**config.mk**
```make
export PLATFORM = sky130hd
export DESIGN_NAME = wdt_timeout_ctrl
export DESIGN_NICKNAME = d
export VERILOG_FILES = /design/src/wdt_pkg.sv /design/src/wdt_ctrl_if.sv /design/src/wdt_tick.sv /design/src/wdt_counter.sv /design/src/wdt_timeout_ctrl.sv
export SDC_FILE = /design/constraint.sdc
export NUM_CORES = 1
export LEC_CHECK = 0
export BUFFER_PORTS_ARGS = -buffer_cell sky130_fd_sc_hd__buf_2
export CORE_UTILIZATION = 45
export DETAILED_ROUTE_END_ITERATION = 12
export HOLD_SLACK_MARGIN = 0.05
export MAX_ROUTING_LAYER = met4
export PLACE_DENSITY = 0.71
export SYNTH_ARGS = -nofsm -noshare
export SYNTH_HDL_FRONTEND = slang
export SYNTH_SLANG_ARGS = --single-unit
```
**constraint.sdc**
```tcl
create_clock -name MCLK_IN -period 2.15 [get_ports MCLK_IN]
set_input_delay 0.215 -clock MCLK_IN [delete_from_list [all_inputs] [get_ports MCLK_IN]]
set_output_delay 0.215 -clock MCLK_IN [all_outputs]
set_load 0.02 [all_outputs]
```
**src/wdt_pkg.sv**
```systemverilog
// Constants shared by the watchdog timeout control block: register offsets,
// field positions, reset values and time base figures.
// Assumes a 125 MHz system clock and a 32-bit classic Wishbone slave port.
package wdt_pkg;

    // System clock and watchdog time base
    localparam int unsigned CLK_HZ        = 125000000;
    localparam int unsigned TICK_HZ       = 32;
    localparam int unsigned TICK_CYCLES   = CLK_HZ / TICK_HZ;
    localparam int unsigned TICK_W        = 22;

    // Bus geometry
    localparam int unsigned ADR_W         = 8;
    localparam int unsigned DAT_W         = 32;
    localparam int unsigned SEL_W         = 4;

    // Register byte offsets
    localparam logic [7:0] OFS_CONTROL    = 8'h00;
    localparam logic [7:0] OFS_STATUS     = 8'h04;
    localparam logic [7:0] OFS_INT_STAT   = 8'h08;
    localparam logic [7:0] OFS_INT_MASK   = 8'h0C;

    // watchdog_control fields
    localparam int unsigned TOUT_W        = 6;
    localparam int unsigned TOUT_LSB      = 0;
    localparam int unsigned LOCK_BIT      = 6;
    localparam int unsigned STROBE_BIT    = 7;

    // Status fields
    localparam int unsigned RUN_BIT       = 0;
    localparam int unsigned COUNT_LSB     = 8;

    // Interrupt status and mask fields
    localparam int unsigned EXPIRE_BIT    = 0;

    // Reset values
    localparam logic [5:0] TOUT_RST       = 6'h00;
    localparam logic       LOCK_RST       = 1'b0;
    localparam logic       MASK_RST       = 1'b0;

endpackage

```
**src/wdt_ctrl_if.sv**
```systemverilog
// Carrier between the register front end and the watchdog counter.
// Assumes both ends sit on the same clock.
`timescale 1ns/1ps
`default_nettype none
interface wdt_ctrl_if;
    import wdt_pkg::*;

    logic [TOUT_W-1:0] timeout_select;   // Programmed interval in ticks
    logic              restart;          // Reload and start a fresh interval
    logic              tick;             // One cycle per 32 Hz period
    logic              expire;           // One cycle at end of interval
    logic [TOUT_W-1:0] count;            // Ticks left in current interval

    modport regs  (output timeout_select, output restart, input tick,
                   input expire, input count);
    modport timer (input timeout_select, input restart, input tick,
                   output expire, output count);
endinterface
`default_nettype wire

```
**src/wdt_tick.sv**
```systemverilog
// 32 Hz time base divider for the watchdog.
// Assumes restart is a single cycle request from logic on the same clock.
`timescale 1ns/1ps
`default_nettype none
module wdt_tick #(
    parameter int unsigned TICK_CYCLES = wdt_pkg::TICK_CYCLES
) (
    input  wire logic               clk_in,
    input  wire logic               rst_in,
    input  wire logic               restart_in,
    output logic                    tick_out
);
    import wdt_pkg::*;

    localparam logic [TICK_W-1:0] LAST = TICK_W'(TICK_CYCLES - 1);

    logic [TICK_W-1:0] div_r;

    // Divider restarts with the watchdog so every interval is whole ticks
    always_ff @(posedge clk_in or posedge rst_in) begin
        if (rst_in) begin
            div_r    <= '0;
            tick_out <= 1'b0;
        end else if (restart_in) begin
            div_r    <= '0;
            tick_out <= 1'b0;
        end else if (div_r == LAST) begin
            div_r    <= '0;
            tick_out <= 1'b1;
        end else begin
            div_r    <= div_r + TICK_W'(1);
            tick_out <= 1'b0;
        end
    end
endmodule
`default_nettype wire

```
**src/wdt_counter.sv**
```systemverilog
// Watchdog interval counter: counts 32 Hz ticks down from the timeout.
// Assumes tick and restart come from logic on the same clock.
`timescale 1ns/1ps
`default_nettype none
module wdt_counter (
    input  wire logic clk_in,
    input  wire logic rst_in,
    wdt_ctrl_if.timer ctl
);
    import wdt_pkg::*;

    logic [TOUT_W-1:0] count_r;
    logic              expire_r;
    logic              enabled;

    // Zero timeout keeps the timer idle
    assign enabled = (ctl.timeout_select != '0);

    // Countdown; reload on restart or at the end of each interval
    always_ff @(posedge clk_in or posedge rst_in) begin
        if (rst_in) begin
            count_r <= '0;
        end else if (!enabled) begin
            count_r <= '0;
        end else if (ctl.restart) begin
            count_r <= ctl.timeout_select;
        end else if (ctl.tick) begin
            if (count_r <= TOUT_W'(1)) begin
                count_r <= ctl.timeout_select;
            end else begin
                count_r <= count_r - TOUT_W'(1);
            end
        end
    end

    // Expiry pulse on the tick that empties the count
    always_ff @(posedge clk_in or posedge rst_in) begin
        if (rst_in) begin
            expire_r <= 1'b0;
        end else begin
            expire_r <= enabled && !ctl.restart && ctl.tick && (count_r == TOUT_W'(1));
        end
    end

    assign ctl.count  = count_r;
    assign ctl.expire = expire_r;
endmodule
`default_nettype wire

```
**src/wdt_timeout_ctrl.sv**
```systemverilog
// Watchdog timeout control: control register, strobe, lock, interrupt logic
// and a classic Wishbone slave port.
// Assumes a single 125 MHz clock and bus signals from logic on that clock.
`timescale 1ns/1ps
`default_nettype none
module wdt_timeout_ctrl #(
    parameter int unsigned TICK_CYCLES = wdt_pkg::TICK_CYCLES
) (
    input  wire logic                          MCLK_IN,
    input  wire logic                          SYS_RST_IN,
    input  wire logic                          WB_CYC_IN,
    input  wire logic                          WB_STB_IN,
    input  wire logic                          WB_WE_IN,
    input  wire logic [wdt_pkg::ADR_W-1:0]     WB_ADR_IN,
    input  wire logic [wdt_pkg::SEL_W-1:0]     WB_SEL_IN,
    input  wire logic [wdt_pkg::DAT_W-1:0]     WB_DAT_IN,
    output logic      [wdt_pkg::DAT_W-1:0]     WB_DAT_OUT,
    output logic                               WB_ACK_OUT,
    output logic                               IRQ_OUT,
    output logic                               WDT_EXPIRE_OUT
);
    import wdt_pkg::*;

    // Bus access decode
    logic                 access;
    logic                 wr_en;
    logic                 wr_lane0;
    logic                 hit_control;
    logic                 hit_status;
    logic                 hit_int_stat;
    logic                 hit_int_mask;

    // Register state
    logic [TOUT_W-1:0]    timeout_select_r;
    logic                 timeout_write_lock_r;
    logic                 watchdog_strobe_r;
    logic                 int_stat_r;
    logic                 int_mask_r;
    logic                 ack_r;
    logic [DAT_W-1:0]     dat_r;
    logic [DAT_W-1:0]     dat_nxt;
    logic                 irq_r;
    logic                 expire_r;

    // Timeout write qualifiers
    logic                 ctl_write;
    logic                 tout_accept;
    logic                 strobe_write;

    // Interrupt register write qualifiers
    logic                 stat_write;
    logic                 mask_write;
    logic                 expire_clear;

    // Read words of each register before the address mux
    logic [DAT_W-1:0]     rd_control;
    logic [DAT_W-1:0]     rd_status;
    logic [DAT_W-1:0]     rd_int_stat;
    logic [DAT_W-1:0]     rd_int_mask;

    wdt_ctrl_if ctl ();

    // A request is served once; ack drops in the cycle after it was given
    assign access       = WB_CYC_IN && WB_STB_IN && !ack_r;
    assign wr_en        = access && WB_WE_IN;
    assign wr_lane0     = WB_SEL_IN[0];
    assign hit_control  = (WB_ADR_IN == OFS_CONTROL);
    assign hit_status   = (WB_ADR_IN == OFS_STATUS);
    assign hit_int_stat = (WB_ADR_IN == OFS_INT_STAT);
    assign hit_int_mask = (WB_ADR_IN == OFS_INT_MASK);

    // Control writes split into strobe and timeout parts
    assign ctl_write    = wr_en && hit_control && wr_lane0;
    assign strobe_write = ctl_write && WB_DAT_IN[STROBE_BIT];
    assign tout_accept  = ctl_write && !WB_DAT_IN[LOCK_BIT]
                          && !timeout_write_lock_r;

    // Interrupt register writes; all their fields sit in the low byte
    assign stat_write   = wr_en && hit_int_stat && wr_lane0;
    assign mask_write   = wr_en && hit_int_mask && wr_lane0;
    assign expire_clear = stat_write && WB_DAT_IN[EXPIRE_BIT];

    // Acknowledge every addressed cycle, mapped or not, one cycle later
    always_ff @(posedge MCLK_IN or posedge SYS_RST_IN) begin
        if (SYS_RST_IN) begin
            ack_r <= 1'b0;
        end else begin
            ack_r <= access;
        end
    end

    // Lock bit follows every control write that enables byte lane 0
    always_ff @(posedge MCLK_IN or posedge SYS_RST_IN) begin
        if (SYS_RST_IN) begin
            timeout_write_lock_r <= LOCK_RST;
        end else if (ctl_write) begin
            timeout_write_lock_r <= WB_DAT_IN[LOCK_BIT];
        end
    end

    // Timeout selection, guarded by the lock from the previous write
    always_ff @(posedge MCLK_IN or posedge SYS_RST_IN) begin
        if (SYS_RST_IN) begin
            timeout_select_r <= TOUT_RST;
        end else if (tout_accept) begin
            timeout_select_r <= WB_DAT_IN[TOUT_LSB +: TOUT_W];
        end
    end

    // Strobe is raised by software or by a new timeout, cleared after restart
    always_ff @(posedge MCLK_IN or posedge SYS_RST_IN) begin
        if (SYS_RST_IN) begin
            watchdog_strobe_r <= 1'b0;
        end else if (strobe_write || tout_accept) begin
            watchdog_strobe_r <= 1'b1;
        end else if (watchdog_strobe_r) begin
            watchdog_strobe_r <= 1'b0;
        end
    end

    // Hand the programmed interval to the counter
    assign ctl.timeout_select = timeout_select_r;
    assign ctl.restart        = watchdog_strobe_r;

    // 32 Hz time base; each tick is one unit of timeout
    wdt_tick #(
        .TICK_CYCLES (TICK_CYCLES)
    ) u_tick (
        .clk_in      (MCLK_IN),
        .rst_in      (SYS_RST_IN),
        .restart_in  (watchdog_strobe_r),
        .tick_out    (ctl.tick)
    );

    // Interval counter; idles while the timeout is zero
    wdt_counter u_counter (
        .clk_in  (MCLK_IN),
        .rst_in  (SYS_RST_IN),
        .ctl     (ctl)
    );

    // Expiry sticky bit: a new expiry wins over a write-one clear
    always_ff @(posedge MCLK_IN or posedge SYS_RST_IN) begin
        if (SYS_RST_IN) begin
            int_stat_r <= 1'b0;
        end else if (ctl.expire) begin
            int_stat_r <= 1'b1;
        end else if (expire_clear) begin
            int_stat_r <= 1'b0;
        end
    end

    // Interrupt mask
    always_ff @(posedge MCLK_IN or posedge SYS_RST_IN) begin
        if (SYS_RST_IN) begin
            int_mask_r <= MASK_RST;
        end else if (mask_write) begin
            int_mask_r <= WB_DAT_IN[EXPIRE_BIT];
        end
    end

    // Level interrupt, high while the unmasked expiry bit is set
    always_ff @(posedge MCLK_IN or posedge SYS_RST_IN) begin
        if (SYS_RST_IN) begin
            irq_r <= 1'b0;
        end else begin
            irq_r <= int_stat_r && int_mask_r;
        end
    end

    // Expiry pulse retimed so the top output comes from a flip-flop
    always_ff @(posedge MCLK_IN or posedge SYS_RST_IN) begin
        if (SYS_RST_IN) begin
            expire_r <= 1'b0;
        end else begin
            expire_r <= ctl.expire;
        end
    end

    // Control reads back timeout and lock; the strobe position is always zero
    always_comb begin
        rd_control                     = '0;
        rd_control[TOUT_LSB +: TOUT_W] = timeout_select_r;
        rd_control[LOCK_BIT]           = timeout_write_lock_r;
        rd_control[STROBE_BIT]         = 1'b0;
    end

    // Status shows whether the timer runs and how many ticks are left
    always_comb begin
        rd_status                      = '0;
        rd_status[RUN_BIT]             = (timeout_select_r != '0);
        rd_status[COUNT_LSB +: TOUT_W] = ctl.count;
    end

    // Interrupt status and mask words
    always_comb begin
        rd_int_stat             = '0;
        rd_int_stat[EXPIRE_BIT] = int_stat_r;
        rd_int_mask             = '0;
        rd_int_mask[EXPIRE_BIT] = int_mask_r;
    end

    // Read data mux; unmapped offsets read as zero
    always_comb begin
        dat_nxt = '0;
        if (hit_control) begin
            dat_nxt = rd_control;
        end else if (hit_status) begin
            dat_nxt = rd_status;
        end else if (hit_int_stat) begin
            dat_nxt = rd_int_stat;
        end else if (hit_int_mask) begin
            dat_nxt = rd_int_mask;
        end
    end

    // Capture read data with the acknowledge
    always_ff @(posedge MCLK_IN or posedge SYS_RST_IN) begin
        if (SYS_RST_IN) begin
            dat_r <= '0;
        end else if (access && !WB_WE_IN) begin
            dat_r <= dat_nxt;
        end else begin
            dat_r <= '0;
        end
    end

    assign WB_DAT_OUT     = dat_r;
    assign WB_ACK_OUT     = ack_r;
    assign IRQ_OUT        = irq_r;
    assign WDT_EXPIRE_OUT = expire_r;
endmodule
`default_nettype wire

```
==> reports/results.ini, run 1 <==
[sta]
worst_pin_slew_ns=0.613
final.setup_skew_ns=0.00585
rsz0062_at_grt=no
hold_ws_ns=0.134
period_minus_slack_ns=1.89
setup_viol=0
tns_ns=0
slew-limit-headroom_pct=58.5
fin_crit_sh_pct=87.8
slew_viol_final=0
hold_viol=0
fmax_mhz=530

[die]
io_pins=84
rows=28
core_area_sq_um=5960
dieArea_sq_um=6510
dieWidth_um=80.7
fp.dieH_um=80.7
start_util_pct=46.8

[drt]
num_vias=2148
wirelength_um=5260
dr.pass1.iters=4
remaining_drc_errors=0
final_antenna_net_count=0
viasPerCell=5.45
wire_per_inst_um=13.3
drt_iter0_drc=168

[cts]
tritoncts=yes
cts_buffers=5
cts-root-buf=clkbuf_8
clock-sinks=56
insertion_delay_ns=0.30
cts_resized=0
post_cts_buffers=0
clkTransAtPathRegs_ns=0.10
holdBufCountCts=1
clock_path_buffers=2
htree_levels=2

[final_layout]
final_cells=394
drive_gt1_share_pct=21.6
final_cell_mix=dfrtp_1 (56), buf_2 (37), nor2_1 (25)
diodes=0
area_delta_synth_final_pct=12.0
layout.cells.most_common=dfrtp_1
layout.nets=371

[synthesis]
synth_top_flop_cell=dfrtp_1
synth-edff-count=0
postSynth.asyncResetShare_pct=100
synth_seq_cells=56
syn_area_per_cell_sq_um=10.1
synth_top_area_share_pct=50.3
yosys_warnings=0
seq_area_frac_synth_pct=50.3
yosysTopAreaCell=dfrtp_1
syn_area_sq_um=2790
yosys.cell_types.count=45
synth_area_leaders=dfrtp_1 (50%), buf_4 (5.1%), and2_1 (3.4%)
syn_inst=275

[place]
port_buffers=37
placed_cells=385
dp_hpwl_um=3790
gp_congestion=0.848

[worst_setup_path]
crit_slowest_cell=or4_1
critPathMaxFanout=14
cp.arrival_ns=2.12
worstSetupPathType=reg2reg
cp-start-kind=flop
required_ns=2.38
cpLargestDelayFamily=simple AND/OR/NAND/NOR gates
path_cells=nand4_2, or3_4, or4_1, a21oi_1
cp-end-kind=flop
max_stage_delay_ns=0.52
path_buf_inv=0

[run_status]
status=complete, no violations

[pwr]
max-vdd-ir-drop_uv=363
leakagePower_nw=1.49
p_per_area_nw_per_um2=647

[global_route]
antenna_found_initial=0
grt_use_total_pct=17.7
grt_pass1_vias=1922
grt_max_degree=30
globalRouteOverflowTotal=0
grt_pass1_wl_um=8630

[flow_run]
maxCapViolations=0

[worst_hold_path]
min_path_type=in2reg

area by class of cell:
class,count,area [sq um]
Fill cell,560,2830
Timing Repair Buffer,44,253
Inverter,10,37.5
Sequential cell,56,1400
Clock buffer,6,82.6
Multi-Input combinational cell,201,1240
Tap cell,75,93.8
Clock inverter,2,15.0
registers in the layout, indices dropped and copies added, names as in the netlist, 6 cells and up:
name and cells:
u_tick.div_r 22, WB_DAT_OUT 13, ctl.timeout_select 6, u_counter.ctl.count 6
layer usage:
layer | vias up | track usage, % | part of all wire, %
met4 | 0 | 5.54 | 1.1
met3 | 5 | 3.41 | 5.3
li1 | 1021 | - | -
met1 | 1044 | 22.6 | 46
met5 | - | - | 0
met2 | 78 | 28.3 | 48
path summary, 6_finish.rpt:
path | slack (ns) | start | endpoint | cells after the start
max | 0.26 | u_tick.div_r[7] | u_tick.div_r[20] | 4
max reg2reg | 0.26 | u_tick.div_r[7] | u_tick.div_r[20] | 4
min reg2reg | 0.39 | u_counter.ctl.expire | WDT_EXPIRE_OUT | 0
min in group asynchronous | 0.52 | SYS_RST_IN | WB_ACK_OUT | 3
max in group asynchronous | 1.08 | SYS_RST_IN | u_tick.div_r[21] | 4
min | 0.13 | WB_DAT_IN[7] | ctl.restart | 2
synth_stat cells (2+ instances only):
cell type  number
dfrtp_1        56
nor3_1          5
xor2_1          4
nor4b_1         2
and2_1         15
or2_2           3
a21oi_1        14
or4_1           4
clkbuf_1        6
a211oi_1        2
nand3_1        14
nor2_1         25
nor4_1         14
mux2_2          8
o31ai_1         4
nor2b_1         3
nand2_1        12
o21ai_0         9
xnor2_1         9
a41o_1          2
or3_2           2
inv_1          10
ha_1            4
buf_4          19
and3_1          4
nand4_1         6
where the power goes:
group	switching, mW	internal (mW)	total, mW	leakage (nW)
Combinational	0.148	0.0905	0.238	0.675
Sequential	0.0787	1.11	1.18	0.768
Clock	0.336	0.261	0.597	0.0434
Total	0.562	1.46	2.02	1.49
worst reg2reg max path, stage by stage (launching register included):
cell	delay [ns]
dfrtp_1	0.47
nand4_2	0.19
or3_4	0.48
or4_1	0.52
a21oi_1	0.15
kinds of logic (layout without fill, tap and decap cells):
kind of cell	Yosys count	after routing	synth area share, %
mux	9	9	3.59
flops	56	56	50.3
xor+xnor	13	13	4.09
simple gates	116	116	23.3
fa+ha+maj	4	4	1.80
other cells	1	19	0.135
buf+inv	36	62	7.68
compound gates	40	40	9.16
through the flow:
| step | instance area (sq um) | utilization [%] | power [mW] | setup slack, ns |
|---|---|---|---|---|
| after floorplan | 2850 | - | 1.38 | 0.373 |
| after global placement | 3010 | 50.6 | 1.43 | 0.304 |
| after detailed placement | 3010 | 50.6 | 1.44 | 0.233 |
| after CTS | 3120 | 52.4 | 2.04 | 0.275 |
| after global routing | 3120 | 52.4 | 2.13 | 0.161 |
| final | 3120 | 52.4 | 2.02 | 0.263 |
No activity file was read; power rests on OpenSTA's default activity.
==> run 2: changes to the inputs <==
--- a/constraint.sdc
+++ b/constraint.sdc
@@ -3,2 +3,2 @@
 set_output_delay 0.215 -clock MCLK_IN [all_outputs]
-set_load 0.02 [all_outputs]
+set_load 0.1 [all_outputs]
==> run 2 against run 1 <==
Routed wire length is 1.9% lower. Sequential power hardly changed. Hold slack worse by 0.0065 ns. Combinational power is 41% higher. Utilization is 0.21 points higher. Clock power is 18% higher. First-iteration DRC count is 3.0% lower. Critical path depth stayed put. Register-to-register slack hardly changed. Highest routed layer unchanged. Non-clock buffer count is 1 lower. Via count is 2.9% lower. Worst setup slack worse by 0.012 ns.
==> reports/results.ini, run 2 (same netlist as run 1, synthesis figures left out) <==
[run_status]
status=complete, no violations  ; unchanged

[worst_setup_path]
worstSetupPathType=reg2reg  ; unchanged
path_cells=nand4_2, or3_4, or4_1, a21oi_1  ; unchanged
cp-end-kind=flop  ; unchanged
cp.arrival_ns=2.14  ; was 2.12 ns
crit_slowest_cell=or4_1  ; unchanged
critPathMaxFanout=14  ; unchanged
required_ns=2.39  ; was 2.38 ns
max_stage_delay_ns=0.52  ; about the same
cp-start-kind=flop  ; unchanged

[die]
dieArea_sq_um=6510  ; unchanged
dieWidth_um=80.7  ; unchanged
start_util_pct=46.8  ; unchanged
io_pins=84  ; unchanged
fp.dieH_um=80.7  ; unchanged
rows=28  ; unchanged
core_area_sq_um=5960  ; unchanged

[pwr]
p_per_area_nw_per_um2=713  ; was 647 nW/um^2
max-vdd-ir-drop_uv=384  ; was 363 uV
leakagePower_nw=1.49  ; about the same

[place]
dp_hpwl_um=3710  ; was 3790 um
placed_cells=384  ; was 385
gp_congestion=0.819  ; was 0.848
port_buffers=37  ; unchanged

[final_layout]
fillers=566  ; was 560
diodes=0  ; unchanged
final_cell_mix=dfrtp_1 (55), buf_2 (37), nor2_1 (25)  ; was dfrtp_1 (56), buf_2 (37), nor2_1 (25)
top_register=u_tick.div_r  ; unchanged
layout.cells.most_common=dfrtp_1  ; unchanged
largest_reg_flops=22  ; unchanged
final_cells=393  ; was 394
drive_gt1_share_pct=21.7  ; was 21.6%
layout.nets=370  ; was 371
area_delta_synth_final_pct=12.5  ; was 12.0%

[sta]
worst_pin_slew_ns=0.546  ; was 0.613 ns
fin_crit_sh_pct=88.4  ; was 87.8%
setup_viol=0  ; unchanged
slew_viol_final=0  ; unchanged
slew-limit-headroom_pct=63.1  ; was 58.5%
tns_ns=0  ; unchanged
final.setup_skew_ns=0.0130  ; was 0.00585 ns
hold_ws_ns=0.127  ; was 0.134 ns
fmax_mhz=526  ; was 530 MHz
period_minus_slack_ns=1.90  ; was 1.89 ns
hold_viol=0  ; unchanged
rsz0062_at_grt=no  ; unchanged

[cts]
clkTransAtPathRegs_ns=0.11  ; was 0.10 ns
cts_buffers=5  ; unchanged
clock-sinks=56  ; unchanged
htree_levels=2  ; unchanged
tritoncts=yes  ; unchanged
cts_resized=0  ; unchanged
cts-root-buf=clkbuf_8  ; unchanged
insertion_delay_ns=0.32  ; was 0.30 ns
clock_path_buffers=2  ; unchanged

[drt]
num_vias=2085  ; was 2148
remaining_drc_errors=0  ; unchanged
wire_per_inst_um=13.1  ; was 13.3 um
final_antenna_net_count=0  ; unchanged
drt_iter0_drc=163  ; was 168
viasPerCell=5.31  ; was 5.45
dr.pass1.iters=4  ; unchanged
wirelength_um=5160  ; was 5260 um

[global_route]
grt_pass1_wl_um=8510  ; was 8630 um
globalRouteOverflowTotal=0  ; unchanged
grt_pass1_vias=1783  ; was 1922
antenna_found_initial=0  ; unchanged
grt_use_total_pct=17.5  ; was 17.7%
grt_max_degree=30  ; unchanged

[worst_hold_path]
min_path_type=in2reg  ; unchanged

[flow_run]
maxCapViolations=0  ; unchanged

[run 2: changes by cell type in the layout (fill, tap and decap cells not counted), sizes merged]
cell	previous run	this run
buf	43	42
clkinv	0	2
clkinvlp	2	0
bufinv	0	1
clkbuf	6	5
[run 2: final timing paths]
path / startpoint / to / slack (ns) / depth (start not counted)
min in group asynchronous: SYS_RST_IN / WB_DAT_OUT[13] / 0.50 / 4
max in group asynchronous: SYS_RST_IN / WB_ACK_OUT / 1.36 / 4
worst max register to register: u_tick.div_r[6] / u_tick.div_r[21] / 0.25 / 4
worst min-delay path: WB_WE_IN / WB_DAT_OUT[0] / 0.13 / 2
worst max-delay path: u_tick.div_r[6] / u_tick.div_r[21] / 0.25 / 4
worst min register to register: u_counter.ctl.expire / WDT_EXPIRE_OUT / 0.39 / 0
[run 2: cell type report]
type                            instances  area, sq um  area share, %
Clock inverter                          3         47.5           1.52
Timing Repair Buffer                   43          245           7.82
Inverter                               10         37.5           1.20
Multi-Input combinational cell        201         1240           39.5
Clock buffer                            5         68.8           2.20
Tap cell                               75         93.8           2.99
Sequential cell                        56         1400           44.8
[run 2: worst max-delay path, delay by kind of cell, from the launching register on]
| kind | cells | cell delay (ns) |
|---|---|---|
| simple gates | 3 | 1.19 |
| flops | 1 | 0.49 |
| compound gates | 1 | 0.15 |
[run 2: timing repair]
action	4_1_cts	5_1_grt
hold buffers	1	0
buffers inserted	0	0
hold endpoints to repair	56	0
[run 2: where the power goes]
| group | total (mW) | leakage [nW] | internal (mW) | switching, mW |
|---|---|---|---|---|
| clock network | 0.702 | 0.0583 | 0.351 | 0.350 |
| logic | 0.336 | 0.669 | 0.0807 | 0.256 |
| registers | 1.20 | 0.766 | 1.11 | 0.0914 |
[run 2: metal layers]
| layer | track usage [%] | up-vias | share of wire, % |
|---|---|---|---|
| met5 | - | - | 0 |
| li1 | - | 1024 | - |
| met2 | 25.3 | 70 | 44 |
| met3 | 2.39 | 7 | 5.2 |
| met4 | 6.43 | 0 | 1.4 |
| met1 | 25.0 | 984 | 50 |
[run 2: through the flow]
stage / area, sq um / worst slack, ns / utilization, % / total power [mW]
global placement: 3010 / 0.260 / 50.5 / 1.55
finish: 3130 / 0.250 / 52.6 / 2.24
global route: 3130 / 0.138 / 52.6 / 2.34
floorplan: 2860 / 0.170 / - / 1.50
CTS: 3130 / 0.263 / 52.6 / 2.25
detailed placement: 3010 / 0.210 / 50.5 / 1.55
